--- src/hw/pps_pkg.sv ---
// Constants for the panel power-setting decode and power-off sequencer.
// Assumes a byte-wide command/parameter stream already deserialised.
package pps_pkg;
  localparam logic [7:0] PPS_CMD_POWER_SETTING = 8'h01;
  localparam logic [7:0] PPS_CMD_POWER_OFF     = 8'h02;
  // Power-setting and power-off parameter field positions
  localparam int PPS_MODE_BIT   = 3;
  localparam int PPS_GATE_LSB   = 0;
  localparam int PPS_DISCH_BIT  = 0;
  // Parameter byte count of the power-setting command
  localparam logic [2:0] PPS_PWR_NPARAM = 3'h6;
  // Reset values
  localparam logic [7:0] PPS_PWR_P1_RST  = 8'h07;
  localparam logic [1:0] PPS_GATE_RST    = 2'h0;
  localparam logic [6:0] PPS_LEVEL_RST   = 7'h00;
  localparam logic [7:0] PPS_POF_RST     = 8'h00;
  // Level codes are in 100 mV steps above 3 V magnitude
  localparam logic [7:0] PPS_LEVEL_MAX     = 8'h51;
  localparam logic [7:0] PPS_NEG_LEVEL_MAX = 8'h50;
  localparam logic [7:0] PPS_FIXED_15V     = 8'h96;
  // Source setpoints in 100 mV, clamp limits for the 15 V and 10 V gate levels (gate minus 2 V)
  localparam logic [7:0] PPS_LIMIT_15V = 8'h82;
  localparam logic [7:0] PPS_LIMIT_10V = 8'h50;
  localparam logic [7:0] PPS_NO_LIMIT  = 8'hff;
  localparam logic [1:0] PPS_GATE_20V = 2'h0;
  localparam logic [1:0] PPS_GATE_17V = 2'h1;
  localparam logic [1:0] PPS_GATE_15V = 2'h2;
  localparam logic [1:0] PPS_GATE_10V = 2'h3;
  // Power-off sequence timing
  localparam int PPS_CLK_HZ        = 20000000;
  localparam int PPS_SHUTDOWN_US   = 100;
  localparam int PPS_DISCHARGE_US  = 100;
  localparam int PPS_SHUTDOWN_CYC  = PPS_SHUTDOWN_US * (PPS_CLK_HZ / 1000000);
  localparam int PPS_DISCHARGE_CYC = PPS_DISCHARGE_US * (PPS_CLK_HZ / 1000000);
  typedef enum logic [1:0] {PPS_IDLE, PPS_SHUTDOWN, PPS_DISCHARGE} pps_off_e;
  typedef enum logic [1:0] {PPS_P_NONE, PPS_P_PWR, PPS_P_POF} pps_cmd_e;
endpackage

--- src/hw/pps_power_ctrl.sv ---
// Power-setting decode, source setpoint clamp and power-off sequencer.
// Assumes command/data bytes arrive as one-cycle strobes on ref_clk_i;
// the stream is produced by on-chip logic so no synchroniser is needed.
`timescale 1ns/1ps
module pps_power_ctrl
  import pps_pkg::*;
#(
  parameter int SHUTDOWN_CYC  = pps_pkg::PPS_SHUTDOWN_CYC,
  parameter int DISCHARGE_CYC = pps_pkg::PPS_DISCHARGE_CYC
)(
  // Clock and reset
  input  wire logic       ref_clk_i,
  input  wire logic       srst_i,
  // Byte stream from the serial command interface
  input  wire logic       byte_valid_i,
  input  wire logic       command_data_select_i,
  input  wire logic [7:0] byte_data_i,
  // Idle state of source and common outputs, from earlier configuration
  input  wire logic       idle_float_i,
  // Decoded setpoints, magnitudes in 100 mV units
  output logic            source_mode1_o,
  output logic [1:0]      gate_level_select_o,
  output logic [7:0]      source_pos_o,
  output logic [7:0]      source_neg_o,
  output logic [7:0]      source_low_o,
  // Power-off sequencing
  output logic            busy_indicator_n_o,
  output logic            analog_enable_o,
  output logic            discharge_o,
  output logic            idle_float_o
);
  import pps_pkg::*;

  pps_cmd_e   cmd_reg;
  logic [2:0] pidx_reg;
  logic       mode1_reg;
  logic [1:0] gate_reg;
  logic [6:0] low0_reg, pos1_reg, neg1_reg, low1_reg;
  logic [7:0] pof_reg;
  pps_off_e   st_reg;
  logic [31:0] cnt_reg;
  logic [7:0] pos_reg, neg_reg, low_reg;

  wire cmd_strobe   = byte_valid_i && !command_data_select_i;
  wire param_strobe = byte_valid_i && command_data_select_i;
  wire pof_cmd      = cmd_strobe && (byte_data_i == PPS_CMD_POWER_OFF);
  wire pof_start    = pof_cmd && (st_reg == PPS_IDLE);
  wire pof_param    = param_strobe && (cmd_reg == PPS_P_POF) && (pidx_reg == 3'h0);
  wire pwr_param    = param_strobe && (cmd_reg == PPS_P_PWR);

  // Magnitudes: code plus 30 gives the 100 mV value
  wire [7:0] pos1_mag = {1'b0, pos1_reg} + 8'h1e;
  wire [7:0] low0_mag = {1'b0, low0_reg} + 8'h1e;
  wire [7:0] low1_mag = {1'b0, low1_reg} + 8'h1e;
  // Negative codes beyond the table saturate; the last negative entry is ambiguous
  wire [7:0] neg1_mag = ({1'b0, neg1_reg} > PPS_NEG_LEVEL_MAX) ?
                        PPS_NEG_LEVEL_MAX + 8'h1e : {1'b0, neg1_reg} + 8'h1e;
  wire [7:0] pos_raw = mode1_reg ? pos1_mag : PPS_FIXED_15V;
  wire [7:0] neg_raw = mode1_reg ? neg1_mag : PPS_FIXED_15V;
  wire [7:0] low_raw = mode1_reg ? low1_mag : low0_mag;
  wire [7:0] limit   = (gate_reg == PPS_GATE_15V) ? PPS_LIMIT_15V :
                       (gate_reg == PPS_GATE_10V) ? PPS_LIMIT_10V : PPS_NO_LIMIT;
  wire [7:0] pos_cl  = (pos_raw > limit) ? limit : pos_raw;
  wire [7:0] neg_cl  = (neg_raw > limit) ? limit : neg_raw;
  wire [7:0] low_cl  = (low_raw > limit) ? limit : low_raw;
  wire       cnt_done = (cnt_reg == 32'h0);

  // Command tracking and parameter index
  always_ff @(posedge ref_clk_i)
  begin
    if (srst_i)
    begin
      cmd_reg  <= PPS_P_NONE;
      pidx_reg <= 3'h0;
    end
    else if (cmd_strobe)
    begin
      pidx_reg <= 3'h0;
      if (byte_data_i == PPS_CMD_POWER_SETTING)
        cmd_reg <= PPS_P_PWR;
      else if (pof_start)
        cmd_reg <= PPS_P_POF;
      else
        cmd_reg <= PPS_P_NONE;
    end
    else if (param_strobe && pidx_reg != PPS_PWR_NPARAM)
      pidx_reg <= pidx_reg + 3'h1;
  end

  // Power-setting parameter capture; registers survive power-off
  always_ff @(posedge ref_clk_i)
  begin
    if (srst_i)
    begin
      mode1_reg <= PPS_PWR_P1_RST[PPS_MODE_BIT];
      gate_reg  <= PPS_GATE_RST;
      low0_reg  <= PPS_LEVEL_RST;
      pos1_reg  <= PPS_LEVEL_RST;
      neg1_reg  <= PPS_LEVEL_RST;
      low1_reg  <= PPS_LEVEL_RST;
    end
    else if (pwr_param)
    begin
      case (pidx_reg)
        3'h0: mode1_reg <= byte_data_i[PPS_MODE_BIT];
        3'h1: gate_reg  <= byte_data_i[PPS_GATE_LSB +: 2];
        3'h2: low0_reg  <= byte_data_i[6:0];
        3'h3: pos1_reg  <= byte_data_i[6:0];
        3'h4: neg1_reg  <= byte_data_i[6:0];
        3'h5: low1_reg  <= byte_data_i[6:0];
        default: ;
      endcase
    end
  end

  // Power-off parameter; discharge decision is taken when the shutdown phase ends
  always_ff @(posedge ref_clk_i)
  begin
    if (srst_i)
      pof_reg <= PPS_POF_RST;
    else if (pof_param)
      pof_reg <= byte_data_i;
  end

  // Power-off sequence
  always_ff @(posedge ref_clk_i)
  begin
    if (srst_i)
    begin
      st_reg  <= PPS_IDLE;
      cnt_reg <= 32'h0;
    end
    else
    begin
      case (st_reg)
        PPS_IDLE:
          if (pof_start)
          begin
            st_reg  <= PPS_SHUTDOWN;
            cnt_reg <= 32'(SHUTDOWN_CYC - 1);
          end
        PPS_SHUTDOWN:
          if (!cnt_done)
            cnt_reg <= cnt_reg - 32'h1;
          else if (pof_reg[PPS_DISCH_BIT])
          begin
            st_reg  <= PPS_DISCHARGE;
            cnt_reg <= 32'(DISCHARGE_CYC - 1);
          end
          else
            st_reg <= PPS_IDLE;
        PPS_DISCHARGE:
          if (!cnt_done)
            cnt_reg <= cnt_reg - 32'h1;
          else
            st_reg <= PPS_IDLE;
        default: st_reg <= PPS_IDLE;
      endcase
    end
  end

  // Analog enable latches off after the first power-off; power-on is elsewhere
  logic analog_reg;
  always_ff @(posedge ref_clk_i)
  begin
    if (srst_i)
    begin
      analog_reg <= 1'b1;
      pos_reg    <= 8'h0;
      neg_reg    <= 8'h0;
      low_reg    <= 8'h0;
    end
    else
    begin
      if (pof_start)
        analog_reg <= 1'b0;
      pos_reg <= pos_cl;
      neg_reg <= neg_cl;
      low_reg <= low_cl;
    end
  end

  assign source_mode1_o      = mode1_reg;
  assign gate_level_select_o = gate_reg;
  assign source_pos_o        = pos_reg;
  assign source_neg_o        = neg_reg;
  assign source_low_o        = low_reg;
  assign busy_indicator_n_o  = (st_reg == PPS_IDLE);
  assign analog_enable_o     = analog_reg;
  assign discharge_o         = (st_reg == PPS_DISCHARGE);
  assign idle_float_o        = idle_float_i;
endmodule

--- config.mk ---
export PLATFORM = sky130hd
export DESIGN_NAME = pps_power_ctrl
export DESIGN_NICKNAME = d
export VERILOG_FILES = /design/src/hw/pps_pkg.sv /design/src/hw/pps_power_ctrl.sv
export SDC_FILE = /design/constraint.sdc
export NUM_CORES = 1
export LEC_CHECK = 0
export BUFFER_PORTS_ARGS = -buffer_cell sky130_fd_sc_hd__clkbuf_2
export CELL_PAD_IN_SITES_DETAIL_PLACEMENT = 0
export CELL_PAD_IN_SITES_GLOBAL_PLACEMENT = 1
export CORE_MARGIN = 5
export CORE_UTILIZATION = 40
export CTS_BUF_LIST = sky130_fd_sc_hd__clkbuf_4 sky130_fd_sc_hd__clkbuf_8
export DETAILED_ROUTE_END_ITERATION = 10
export PLACE_DENSITY = 0.68
export RECOVER_POWER = 25
export SYNTH_ARGS = -nofsm -noshare
export SYNTH_HDL_FRONTEND = slang
export SYNTH_SLANG_ARGS = --single-unit
--- constraint.sdc ---
create_clock -name ref_clk_i -period 5 [get_ports ref_clk_i]
set_input_delay 0.5 -clock ref_clk_i [delete_from_list [all_inputs] [get_ports ref_clk_i]]
set_output_delay 0.5 -clock ref_clk_i [all_outputs]
set_load 0.02 [all_outputs]
* Yosys cells after proc, flatten, opt, wreduce, memory -nomap -nowiden *
Cells that the tools add are included.

word-level totals
  output and inout bits = 31
  register bits after elaboration = 96
  bits of input ports = 13
  logic and storage cells = 87

cells by class
  add/subtract/negate cells = 6
  reductions and logical operators = 22
  equal/unequal tests = 19
  muxes and demuxes = 21
  order comparisons = 4

operator list
  operator                                                                 number
  32-bit two-way mux                                                       4
  32-bit case mux with 3 select lines                                      1
  8-bit two-way mux                                                        9
  7-bit by 5-bit adder with 8-bit output, second input constant            4
  32-bit zero test                                                         1
  32-bit by 1-bit subtractor with 32-bit output, second input constant     1
  8-bit greater-than comparator                                            3
  2-bit two-way mux                                                        6
  2-bit AND reduction                                                      6
  2-bit == test, second input constant                                     4
  8-bit by 1-bit == test with 1-bit output, second input constant          1
  8-bit by 2-bit == test with 1-bit output, second input constant          1
  1-bit logical AND                                                        8
  7-bit greater-than comparator, second input constant                     1
  3-bit by 2-bit == test with 1-bit output, second input constant          2
  3-bit == test, second input constant                                     2
  3-bit inequality test, second input constant                             2
  2-bit case mux with 3 select lines                                       1
  2-bit by 1-bit == test with 1-bit output, second input constant          2
  2-bit by 1-bit inequality test with 1-bit output, second input constant  2
  2-bit inequality test, second input constant                             2
  4-bit AND reduction                                                      1
  3-bit by 1-bit adder with 3-bit output, second input constant            1
  3-bit by 1-bit == test with 1-bit output, second input constant          1
  other kinds (6)                                                          6

* Depth between registers and ports, before layout *
Gate-level depths: netlist of run 1.

  depth in word-level cells = 6
  gate-level depth with buffers = 14
  depth with buffers taken out = 12

* Worst setup path before layout of run 1 *
OpenSTA, ideal clock, no wires.

  kind = reg-to-reg
  start point = register mode1_reg (netlist: source_mode1_o)
  end point = register low_reg[1] (netlist: source_low_o[1])
  period minus slack after synthesis = 3575 ps
  library setup time = 128 ps
  stages on the path, launching flop included = 15
  arrival = 3447 ps
  path buffers = 3
  path slack = 1425 ps
  required time = 4872 ps
  path through = dfxtp_1 > clkbuf_1 > buf_1 > clkbuf_1 > mux2i_1 > ha_1 > nand3_1 > xnor2_1 > ha_1 > a21oi_1 > o21ai_0 > mux2i_1 > a21oi_1 > mux2i_1 > nor2_1

between the ends
  word-level cells in the longest chain between the ends = 3

RTL lines
  element                        line                   source
  start, declared                pps_power_ctrl.sv:36   logic mode1_reg;
  start signal, assigned         pps_power_ctrl.sv:95   mode1_reg <= PPS_PWR_P1_RST[PPS_MODE_BIT];
  start signal, assigned         pps_power_ctrl.sv:105  3'h0: mode1_reg <= byte_data_i[PPS_MODE_BIT];
  8-bit two-way mux (*)          pps_power_ctrl.sv:60   wire [7:0] low_raw = mode1_reg ? low1_mag : low0_mag;
  8-bit greater-than comparator  pps_power_ctrl.sv:65   wire [7:0] low_cl = (low_raw > limit) ? limit : low_raw;
  8-bit two-way mux (*)          pps_power_ctrl.sv:65
  end signal, assigned           pps_power_ctrl.sv:179  low_reg <= low_cl;
  end, declared                  pps_power_ctrl.sv:42   logic [7:0] pos_reg, neg_reg, low_reg;

Mark *: on every way between the ends. The rest lies on a longest branch, timed or not.
A chain may end at the register's enable or synchronous reset.

* Worst setup path after layout of run 1 *
Same ends and word-level chain as after synthesis.

==> impl_metrics.csv, run 1 <==
group,metric,value,unit
timing,hold_ws,0.427,ns
layout,seq_area,0.00192,mm²
critical_path,required,5.25,ns
die,die_area,0.0157,mm²
timing,period_share,70.5,%
grt,busiest_layer,"met2",
hold_path,min_path_type,"input port to flop",
die,ios,44,
timing,worst_slew_pin_slew,0.890,ns
timing,finalClockSkew,0.0137,ns
logic_synthesis,async_flop_share,0,%
critical_path,cp_max_fo,10,
hold_path,min_from,"byte_data_i[2]",
grt,antenna_found_initial,0,
logic_synthesis,synthSimpleGateAreaFrac,25.3,%
route,drc,0,
clocking,cts.sink_count,96,
timing,grt_setup_unrepaired,"false",
layout,layout.cells.non_filler,826,
logic_synthesis,netlist_area,0.00532,mm²
logic_synthesis,synth.distinct_cells,61,
timing,finalCriticalPeriod,3.53,ns
route,drtIter0Drc,164,
layout,drive_gt1_share,9.23,%
grt,grt_pass1_vias,4321,
timing,clock.fmax,284,MHz
critical_path,r2r-end,"source_low_o[1]",
clocking,cts_tree,"done",
logic_synthesis,synthTopCellsByCount,"dfxtp_1 (96), nor2_1 (72), nand2_1 (47)",
logic_synthesis,synth_edf_count,0,
critical_path,reg2reg_slack,1.47,ns
logic_synthesis,synth-compound-area-share,14.0,%
hold_path,whs_endpoint,"low1_reg[2]",
clocking,cts_root_buf,"clkbuf_8",
outcome,status,"complete, no violations",
pwr,power_frac_seq,51.3,%
clocking,clock_latency,0.38,ns
route,via_per_inst,5.42,
logic_synthesis,netlist.area_leader.share,36.1,%
layout,multi_input_area,0.00314,mm²
critical_path,startpoint_type,"flop",
clocking,h-tree-depth,3,
logic_synthesis,synth.avg_cell_area,8.58,µm²
hold_path,hold_path_depth,3,
clocking,hold_buffers,0,
die,die_h,125,µm
pwr,switchingPower,335,µW
layout,antenna_cells,0,
pwr,clkPwrFrac,44.7,%
layout,largest_reg_flops,32,
clocking,cts_max_path_buffers,2,
pwr,p_int,1.17,mW
grt,grtUsageMet2,27.3,%
pwr,ir_drop,0.000119,V
logic_synthesis,yosysTopAreaCell,"dfxtp_1",
logic_synthesis,synth.net_count,670,
layout,num-fill-cells,1363,
die,die_width,125,µm
route,ant_nets,0,
pwr,p_comb_share,4.0,%
place,dpl.hpwl,9400,µm
die,core_region_area,0.0131,mm²
route,wire_per_inst,15.5,µm
clocking,cts_resized,0,
layout,nets,695,
grt,gr-total-overflow,0,
layout,finish.utilization,44.5,%
die,rows,42,
place,post-place-cells,810,
logic_synthesis,synth_mux_area_share,7.15,%
clocking,cts_buffers,9,
logic_synthesis,yosysMostFrequentCell,"dfxtp_1",
pwr,swShare,22.3,%
grt,grt_max_degree,62,
grt,grt_usage,16.7,%
place,preCtsSetupSlack,1.47,ns
grt,grt_pass1_wl,21600,µm
pwr,p_leak,2.43,nW
pwr,p_per_area,258,mW/mm²
clocking,post_cts_buffers,0,
flow_run,drv_cap,0,
grt,use_met3,3.11,%
place,gp_congestion,0.798,
layout,areaGrowthSynthToFinish,9.93,%
logic_synthesis,ys_ff_latch,96,
timing,finalHoldViolCount,0,
timing,report.final.slew_viol_count,0,
critical_path,r2r-start,"source_mode1_o",
logic_synthesis,synth.area.top_cells,"dfxtp_1 (36%), ha_1 (8.7%), mux2i_1 (7.2%), nor2_1 (5.1%), a21oi_1 (4.1%)",
clocking,clk_pin_slew,0.10,ns
critical_path,path_class,"flop to flop",
timing,setup_viol,0,
logic_synthesis,syn_inst,620,
timing,setup_tns,0,ns
timing,relSlewSlack,40.7,%
route,vias,4479,
critical_path,cp.arrival,3.78,ns
die,initial_core_util,40.5,%
logic_synthesis,yosys_warnings,0,
timing,setup_slack,1.47,ns
logic_synthesis,synthAdderAreaFrac,8.71,%
critical_path,end_kind,"flop",
logic_synthesis,synth_top_family_by_area,"simple AND/OR/NAND/NOR gates",
critical_path,r2r_cells,11,
route,dr.pass1.iters,5,
logic_synthesis,ys.flop_type,"dfxtp_1",
grt,grt_util_met1,21.9,%
route,drt-total-wl,12800,µm
logic_synthesis,synth-seq-area-share,36.1,%
logic_synthesis,synth_xor_area_share,3.79,%
place,portBuffers,41,
==> cell type report <==
class	count	share of cell area (%)
Sequential cell	96	32.9
Clock inverter	7	2.42
Timing Repair Buffer	45	3.42
Multi-Input combinational cell	467	53.7
Clock buffer	9	2.12
Tap cell	176	3.77
Inverter	26	1.67
==> power by group through the flow <==
stage,registers (mW),clock network [mW],logic (mW)
finish,0.773,0.673,0.0599
global route,0.774,0.722,0.0665
floorplan,0.797,0,0.0342
CTS,0.773,0.691,0.0622
detailed placement,0.791,0,0.0621
global placement,0.791,0,0.0615
==> layer usage <==
layer	share of wire [%]	vias up
met4	2.1	0
met3	3.4	16
met2	47	82
met5	0	-
met1	48	2112
li1	-	2269
==> worst max-delay path: stages, from the launching register on <==
cell	delay, ns
dfxtp_1	0.57
mux2i_1	0.41
o21ai_0	0.31
mux2i_1	0.18
and4_1	0.22
ha_1	0.29
nand2_1	0.05
o21ai_0	0.22
mux2i_1	0.11
a21oi_1	0.70
mux2i_1	0.28
nor2_1	0.05
==> how the worst max path moves through the flow <==
stage / slack, ns / from / endpoint
2_1_floorplan: 1.43 / source_mode1_o / source_low_o[1]
6_report: 1.47 / source_mode1_o / source_low_o[1]
3_3_place_gp: 1.54 / byte_data_i[2] / cnt_reg[19]
3_5_place_dp: 1.47 / byte_data_i[2] / cnt_reg[14]
5_1_grt: 1.07 / source_mode1_o / source_low_o[7]
4_1_cts: 1.44 / source_mode1_o / source_low_o[7]
==> cells by family (layout without fill, tap and decap cells) <==
kind of cell / Yosys count / in the layout
muxes: 38 / 38
DFF: 96 / 96
and+or+nand+nor: 253 / 253
buffers and inverters: 57 / 87
AOI/OAI and AO/OA: 116 / 116
xor gates and xnor gates: 23 / 23
adders and majority gates: 37 / 37
==> placed cells by master (no fill, tap or decap), types with 4 or more instances in the layout <==
master     count
o2bb2ai_1      7
or4_1          7
xnor2_1       16
and3_1         7
a21o_1         6
nor2_2        10
nor4_1        11
bufinv_16      4
ha_1          37
clkbuf_2      16
and2_1         5
o22ai_1        6
nand2b_1       5
or3_1          8
nand4_1        7
o21ai_1        4
nand2_1       47
o21ai_0       19
nor3b_1        5
a21oi_1       44
mux2i_1       38
nor2b_1        4
nor3_1        19
and4_1         5
clkbuf_8       9
inv_1         25
xor2_1         7
clkbuf_1      26
nor2_1        72
nand3_1       25
dfxtp_1       96
==> per-stage QoR <==
| step | power (mW) | cell area (µm²) |
|---|---|---|
| 2_1_floorplan | 0.831 | 5320 |
| 6_report | 1.51 | 5850 |
| 5_1_grt | 1.56 | 5850 |
| 3_3_place_gp | 0.852 | 5620 |
| 3_5_place_dp | 0.853 | 5620 |
| 4_1_cts | 1.53 | 5880 |
Power figures use the tool's default switching activity.
==> inputs of run 2 (changes only) <==
==> constraint.sdc (replaced) <==
create_clock -name ref_clk_i -period 3.6 [get_ports ref_clk_i]
set_input_delay 0.36 -clock ref_clk_i [delete_from_list [all_inputs] [get_ports ref_clk_i]]
set_output_delay 0.36 -clock ref_clk_i [all_outputs]
set_load 0.02 [all_outputs]
==> impl_metrics.csv, run 2 (synthesis gave the netlist of run 1 again) <==
group,metric,value,unit
grt,gr-total-overflow,0,
layout,finish.utilization,44.2,%
layout,layout.cells.non_filler,831,
grt,grt_pass1_vias,4253,
pwr,p_leak,2.43,nW
clocking,clk_pin_slew,0.09,ns
die,die_area,0.0157,mm²
grt,use_met3,2.77,%
critical_path,cp_max_fo,18,
layout,layout_common_cells,"dfxtp_1 (96), nor2_1 (72), nand2_1 (47)",
timing,setup_viol,0,
die,core_region_area,0.0131,mm²
grt,antenna_found_initial,0,
grt,grt_util_met1,22.5,%
hold_path,min_path_type,"input port to flop",
layout,antenna_cells,0,
timing,worst_slew_pin_slew,0.863,ns
clocking,hold_buffers,0,
route,dr.pass1.iters,4,
critical_path,crit_path_cell_trace,"buf_4, clkinv_1, nor2_1, ha_1, and3_1, a221o_1, a221oi_1, a31oi_1, nor2_1, o2bb2ai_1",
layout,largest_reg_flops,32,
place,preCtsSetupSlack,0.608,ns
timing,relSlewSlack,42.2,%
timing,finalCriticalPeriod,3.01,ns
clocking,cts_max_path_buffers,2,
layout,areaGrowthSynthToFinish,9.22,%
route,via_per_inst,5.39,
route,ant_nets,0,
grt,grt_usage,16.6,%
timing,hold_ws,0.293,ns
critical_path,crit_path_frequent_cell,"nor2_1",
pwr,p_per_area,323,mW/mm²
critical_path,required,3.91,ns
grt,grt_pass1_wl,21400,µm
clocking,cts_tree,"done",
route,wire_per_inst,15.3,µm
layout,final_common_cell,"dfxtp_1",
clocking,cts_root_buf,"clkbuf_8",
critical_path,cp_slowest_stage_delay,0.54,ns
clocking,cts.sink_count,96,
layout,num-fill-cells,1379,
timing,finalHoldViolCount,0,
die,die_h,125,µm
layout,nets,701,
critical_path,path_class,"flop to flop",
clocking,cts_resized,0,
layout,drive_gt1_share,9.77,%
timing,finalClockSkew,0.00848,ns
critical_path,cp_slowest_cell,"dfxtp_1",
timing,clock.fmax,332,MHz
critical_path,cp.arrival,3.32,ns
grt,grt_max_degree,61,
layout,multi_input_area,0.00313,mm²
clocking,cts_buffers,9,
place,portBuffers,41,
clocking,clock_latency,0.38,ns
timing,grt_setup_unrepaired,"false",
timing,setup_slack,0.587,ns
flow_run,drv_cap,0,
die,die_width,125,µm
critical_path,end_kind,"flop",
outcome,status,"complete, no violations",
die,initial_core_util,40.5,%
die,rows,42,
route,drc,0,
timing,period_share,83.7,%
grt,busiest_layer,"met2",
clocking,post_cts_buffers,0,
layout,seq_area,0.00192,mm²
route,drt-total-wl,12800,µm
route,drtIter0Drc,287,
timing,report.final.slew_viol_count,0,
place,gp_congestion,0.803,
place,dpl.hpwl,9460,µm
clocking,h-tree-depth,3,
pwr,ir_drop,0.000131,V
die,ios,44,
route,vias,4481,
timing,setup_tns,0,ns
grt,grtUsageMet2,26.1,%
critical_path,startpoint_type,"flop",
place,post-place-cells,816,
[run 2: area by class of cell]
type | instances | share of cell area, %
inverter | 26 | 1.68
multi-input combinational | 467 | 53.9
clock inverter | 4 | 0.776
sequential | 96 | 33.1
tap | 176 | 3.79
clock buffer | 11 | 2.50
timing repair buffer | 51 | 4.22
[run 2: final timing paths]
| check | startpoint | end | slack (ns) | cells past startpoint |
|---|---|---|---|---|
| min | byte_data_i[5] | pos1_reg[5] | 0.29 | 3 |
| max | source_mode1_o | source_pos_o[7] | 0.59 | 10 |
| min reg2reg | analog_enable_o | analog_enable_o | 0.46 | 2 |
| max reg2reg | source_mode1_o | source_pos_o[7] | 0.59 | 10 |
[run 2: through the flow]
step           power, mW  cell area, µm²
3_3_place_gp        1.19            5650
4_1_cts             1.92            5840
2_1_floorplan       1.15            5320
3_5_place_dp        1.19            5650
6_report            1.88            5810
5_1_grt             1.96            5810
[run 2: power by group]
group	internal [mW]	total [mW]	switching [mW]
Combinational	0.0230	0.0845	0.0615
Sequential	1.07	1.07	0.00334
Clock	0.341	0.720	0.379
Total	1.43	1.88	0.444
[run 2: critical path: cells and delay by family, from the launching register on]
family	cells	cell delay, ns
compound gates	4	0.85
fa+ha+maj	1	0.28
simple gates	3	0.75
flops	1	0.54
buf+inv	2	0.52
[run 2: layer usage]
metal	wire length, µm	vias up
li1	-	2281
met1	6290	2113
met2	5740	71
met3	418	16
met4	304	0
met5	0	-
==> inputs of run 3 (changes only) <==
==> constraint.sdc (replaced) <==
create_clock -name ref_clk_i -period 2.95 [get_ports ref_clk_i]
set_input_delay 0.295 -clock ref_clk_i [delete_from_list [all_inputs] [get_ports ref_clk_i]]
set_output_delay 0.295 -clock ref_clk_i [all_outputs]
set_load 0.02 [all_outputs]
==> impl_metrics.csv, run 3 (synthesis gave the netlist of run 1 again) <==
group,metric,value,unit
outcome,status,"complete, no violations",
timing,finalCriticalPeriod,2.75,ns
hold_path,hold_path_depth,3,
pwr,p_per_area,412,mW/mm²
route,dr.pass1.iters,4,
critical_path,worst-path-stages,10,
timing,clock.fmax,363,MHz
layout,final_cell_area,0.00599,mm²
clocking,h-tree-depth,3,
critical_path,r2r-start,"neg1_reg[1]",
grt,grt_pass1_wl,21800,µm
route,via_per_inst,5.35,
die,die_area,0.0157,mm²
critical_path,cp_slowest_cell,"or4_1",
route,ant_nets,0,
critical_path,path_buf_inv,1,
grt,grt_pass1_vias,4318,
critical_path,path_class,"flop to flop",
layout,finish.utilization,45.6,%
critical_path,r2r-end,"source_neg_o[1]",
place,gp_congestion,0.846,
place,place_area,0.00574,mm²
clocking,cts_max_path_buffers,2,
route,drc,0,
layout,areaGrowthSynthToFinish,12.7,%
layout,largest_reg_flops,32,
timing,setup_tns,0,ns
critical_path,endpoint,"source_neg_o[1]",
route,wire_per_inst,15.3,µm
clocking,clock_latency,0.38,ns
clocking,clk_pin_slew,0.09,ns
critical_path,cp.arrival,3.06,ns
timing,finalHoldViolCount,0,
critical_path,cp_top_family,"simple AND/OR/NAND/NOR gates",
timing,period_share,93.3,%
critical_path,startpoint,"neg1_reg[1]",
critical_path,cp_max_fo,8,
place,portBuffers,41,
place,dpl.hpwl,9460,µm
critical_path,crit_path_cell_trace,"or4_1, and2_1, o21ai_1, inv_1, ha_1, and4_1, o21ai_0, a32o_2, or3_1, o21ai_0",
clocking,hold_buffers,0,
timing,relSlewSlack,44.1,%
die,rows,42,
die,core_region_area,0.0131,mm²
critical_path,reg2reg_slack,0.20,ns
grt,gr-total-overflow,0,
layout,layout_common_cells,"dfxtp_1 (95), nor2_1 (71), nand2_1 (47)",
pwr,ir_drop,0.000226,V
die,die_width,125,µm
clocking,cts_root_buf,"clkbuf_8",
timing,worst_slew_pin_slew,0.835,ns
route,drtIter0Drc,256,
critical_path,startpoint_type,"flop",
timing,report.final.slew_viol_count,0,
clocking,cts.sink_count,96,
critical_path,required,3.26,ns
critical_path,r2r_cells,10,
layout,nets,713,
timing,finalClockSkew,0.00950,ns
layout,antenna_cells,0,
grt,antenna_found_initial,0,
route,drt-total-wl,12900,µm
critical_path,crit_path_frequent_cell,"o21ai_0",
pwr,p_leak,2.52,nW
layout,drive_gt1_share,12.3,%
clocking,cts_tree,"done",
critical_path,cp_slowest_stage_delay,0.57,ns
timing,hold_ws,0.234,ns
layout,final_common_cell,"dfxtp_1",
hold_path,min_path_type,"input port to flop",
die,initial_core_util,40.5,%
die,ios,44,
grt,grt_max_degree,61,
die,die_h,125,µm
route,vias,4515,
critical_path,end_kind,"flop",
timing,setup_viol,0,
flow_run,drv_cap,0,
clocking,cts_buffers,9,
grt,grt_usage,16.8,%
## run 3: cell types whose count changed in the layout (fill, tap and decap cells not counted), sizes merged
cell / previous run / this run
bufinv: 1 / 3
clkbuf: 53 / 51
clkinvlp: 0 / 1
buf: 9 / 21
## run 3: layout make-up
| type | count | area (µm²) |
|---|---|---|
| Clock buffer | 9 | 124 |
| Clock inverter | 7 | 120 |
| Fill cell | 1346 | 7150 |
| Inverter | 26 | 97.6 |
| Multi-Input combinational cell | 467 | 3160 |
| Sequential cell | 96 | 1920 |
| Tap cell | 176 | 220 |
| Timing Repair Buffer | 63 | 347 |
## run 3: per-layer routing
metal	part of all wire, %	routed length (µm)	up-vias	GRT usage, %
met5	0	0	-	0
met4	2.0	262	0	7.08
met3	3.2	414	24	2.60
met2	46	5950	72	26.9
met1	49	6280	2111	22.8
li1	-	-	2308	-
## run 3: where the power goes
| part | switching [mW] | internal, mW | leakage (nW) |
|---|---|---|---|
| logic | 0.0758 | 0.0318 | 1.62 |
| clock network | 0.486 | 0.564 | 0.119 |
| registers | 0.00407 | 1.31 | 0.778 |
## run 3: metrics by stage
stage                     worst slack, ns  power, mW  std cells
after detailed placement           0.0633       1.45        825
after global routing             -0.00752       2.58        844
after CTS                          0.0511       2.53        841
after global placement              0.164       1.45        825
final                               0.196       2.47        844
after floorplan                  0.000334       1.41        620
## run 3: worst min-delay path, cell delays in order
cell and delay [ns]:
clkbuf_2 0.13, nand3_1 0.09, a21oi_1 0.06
## run 3: how the worst min path moves through the flow
stage	end	slack, ns	startpoint
final	pos1_reg[2]	0.23	byte_data_i[2]
after global routing	pos1_reg[5]	0.24	byte_data_i[5]
after CTS	cmd_reg[0]	0.21	byte_data_i[7]
after detailed placement	analog_enable_o	0.45	analog_enable_o
after global placement	analog_enable_o	0.44	analog_enable_o
after floorplan	pos1_reg[0]	0.44	pos1_reg[0]
## run 3: repair_timing
item / in CTS / in global routing
setup buffers: 0 / 3
resized for setup: 0 / 8
endpoints found under the setup margin: 0 / 24
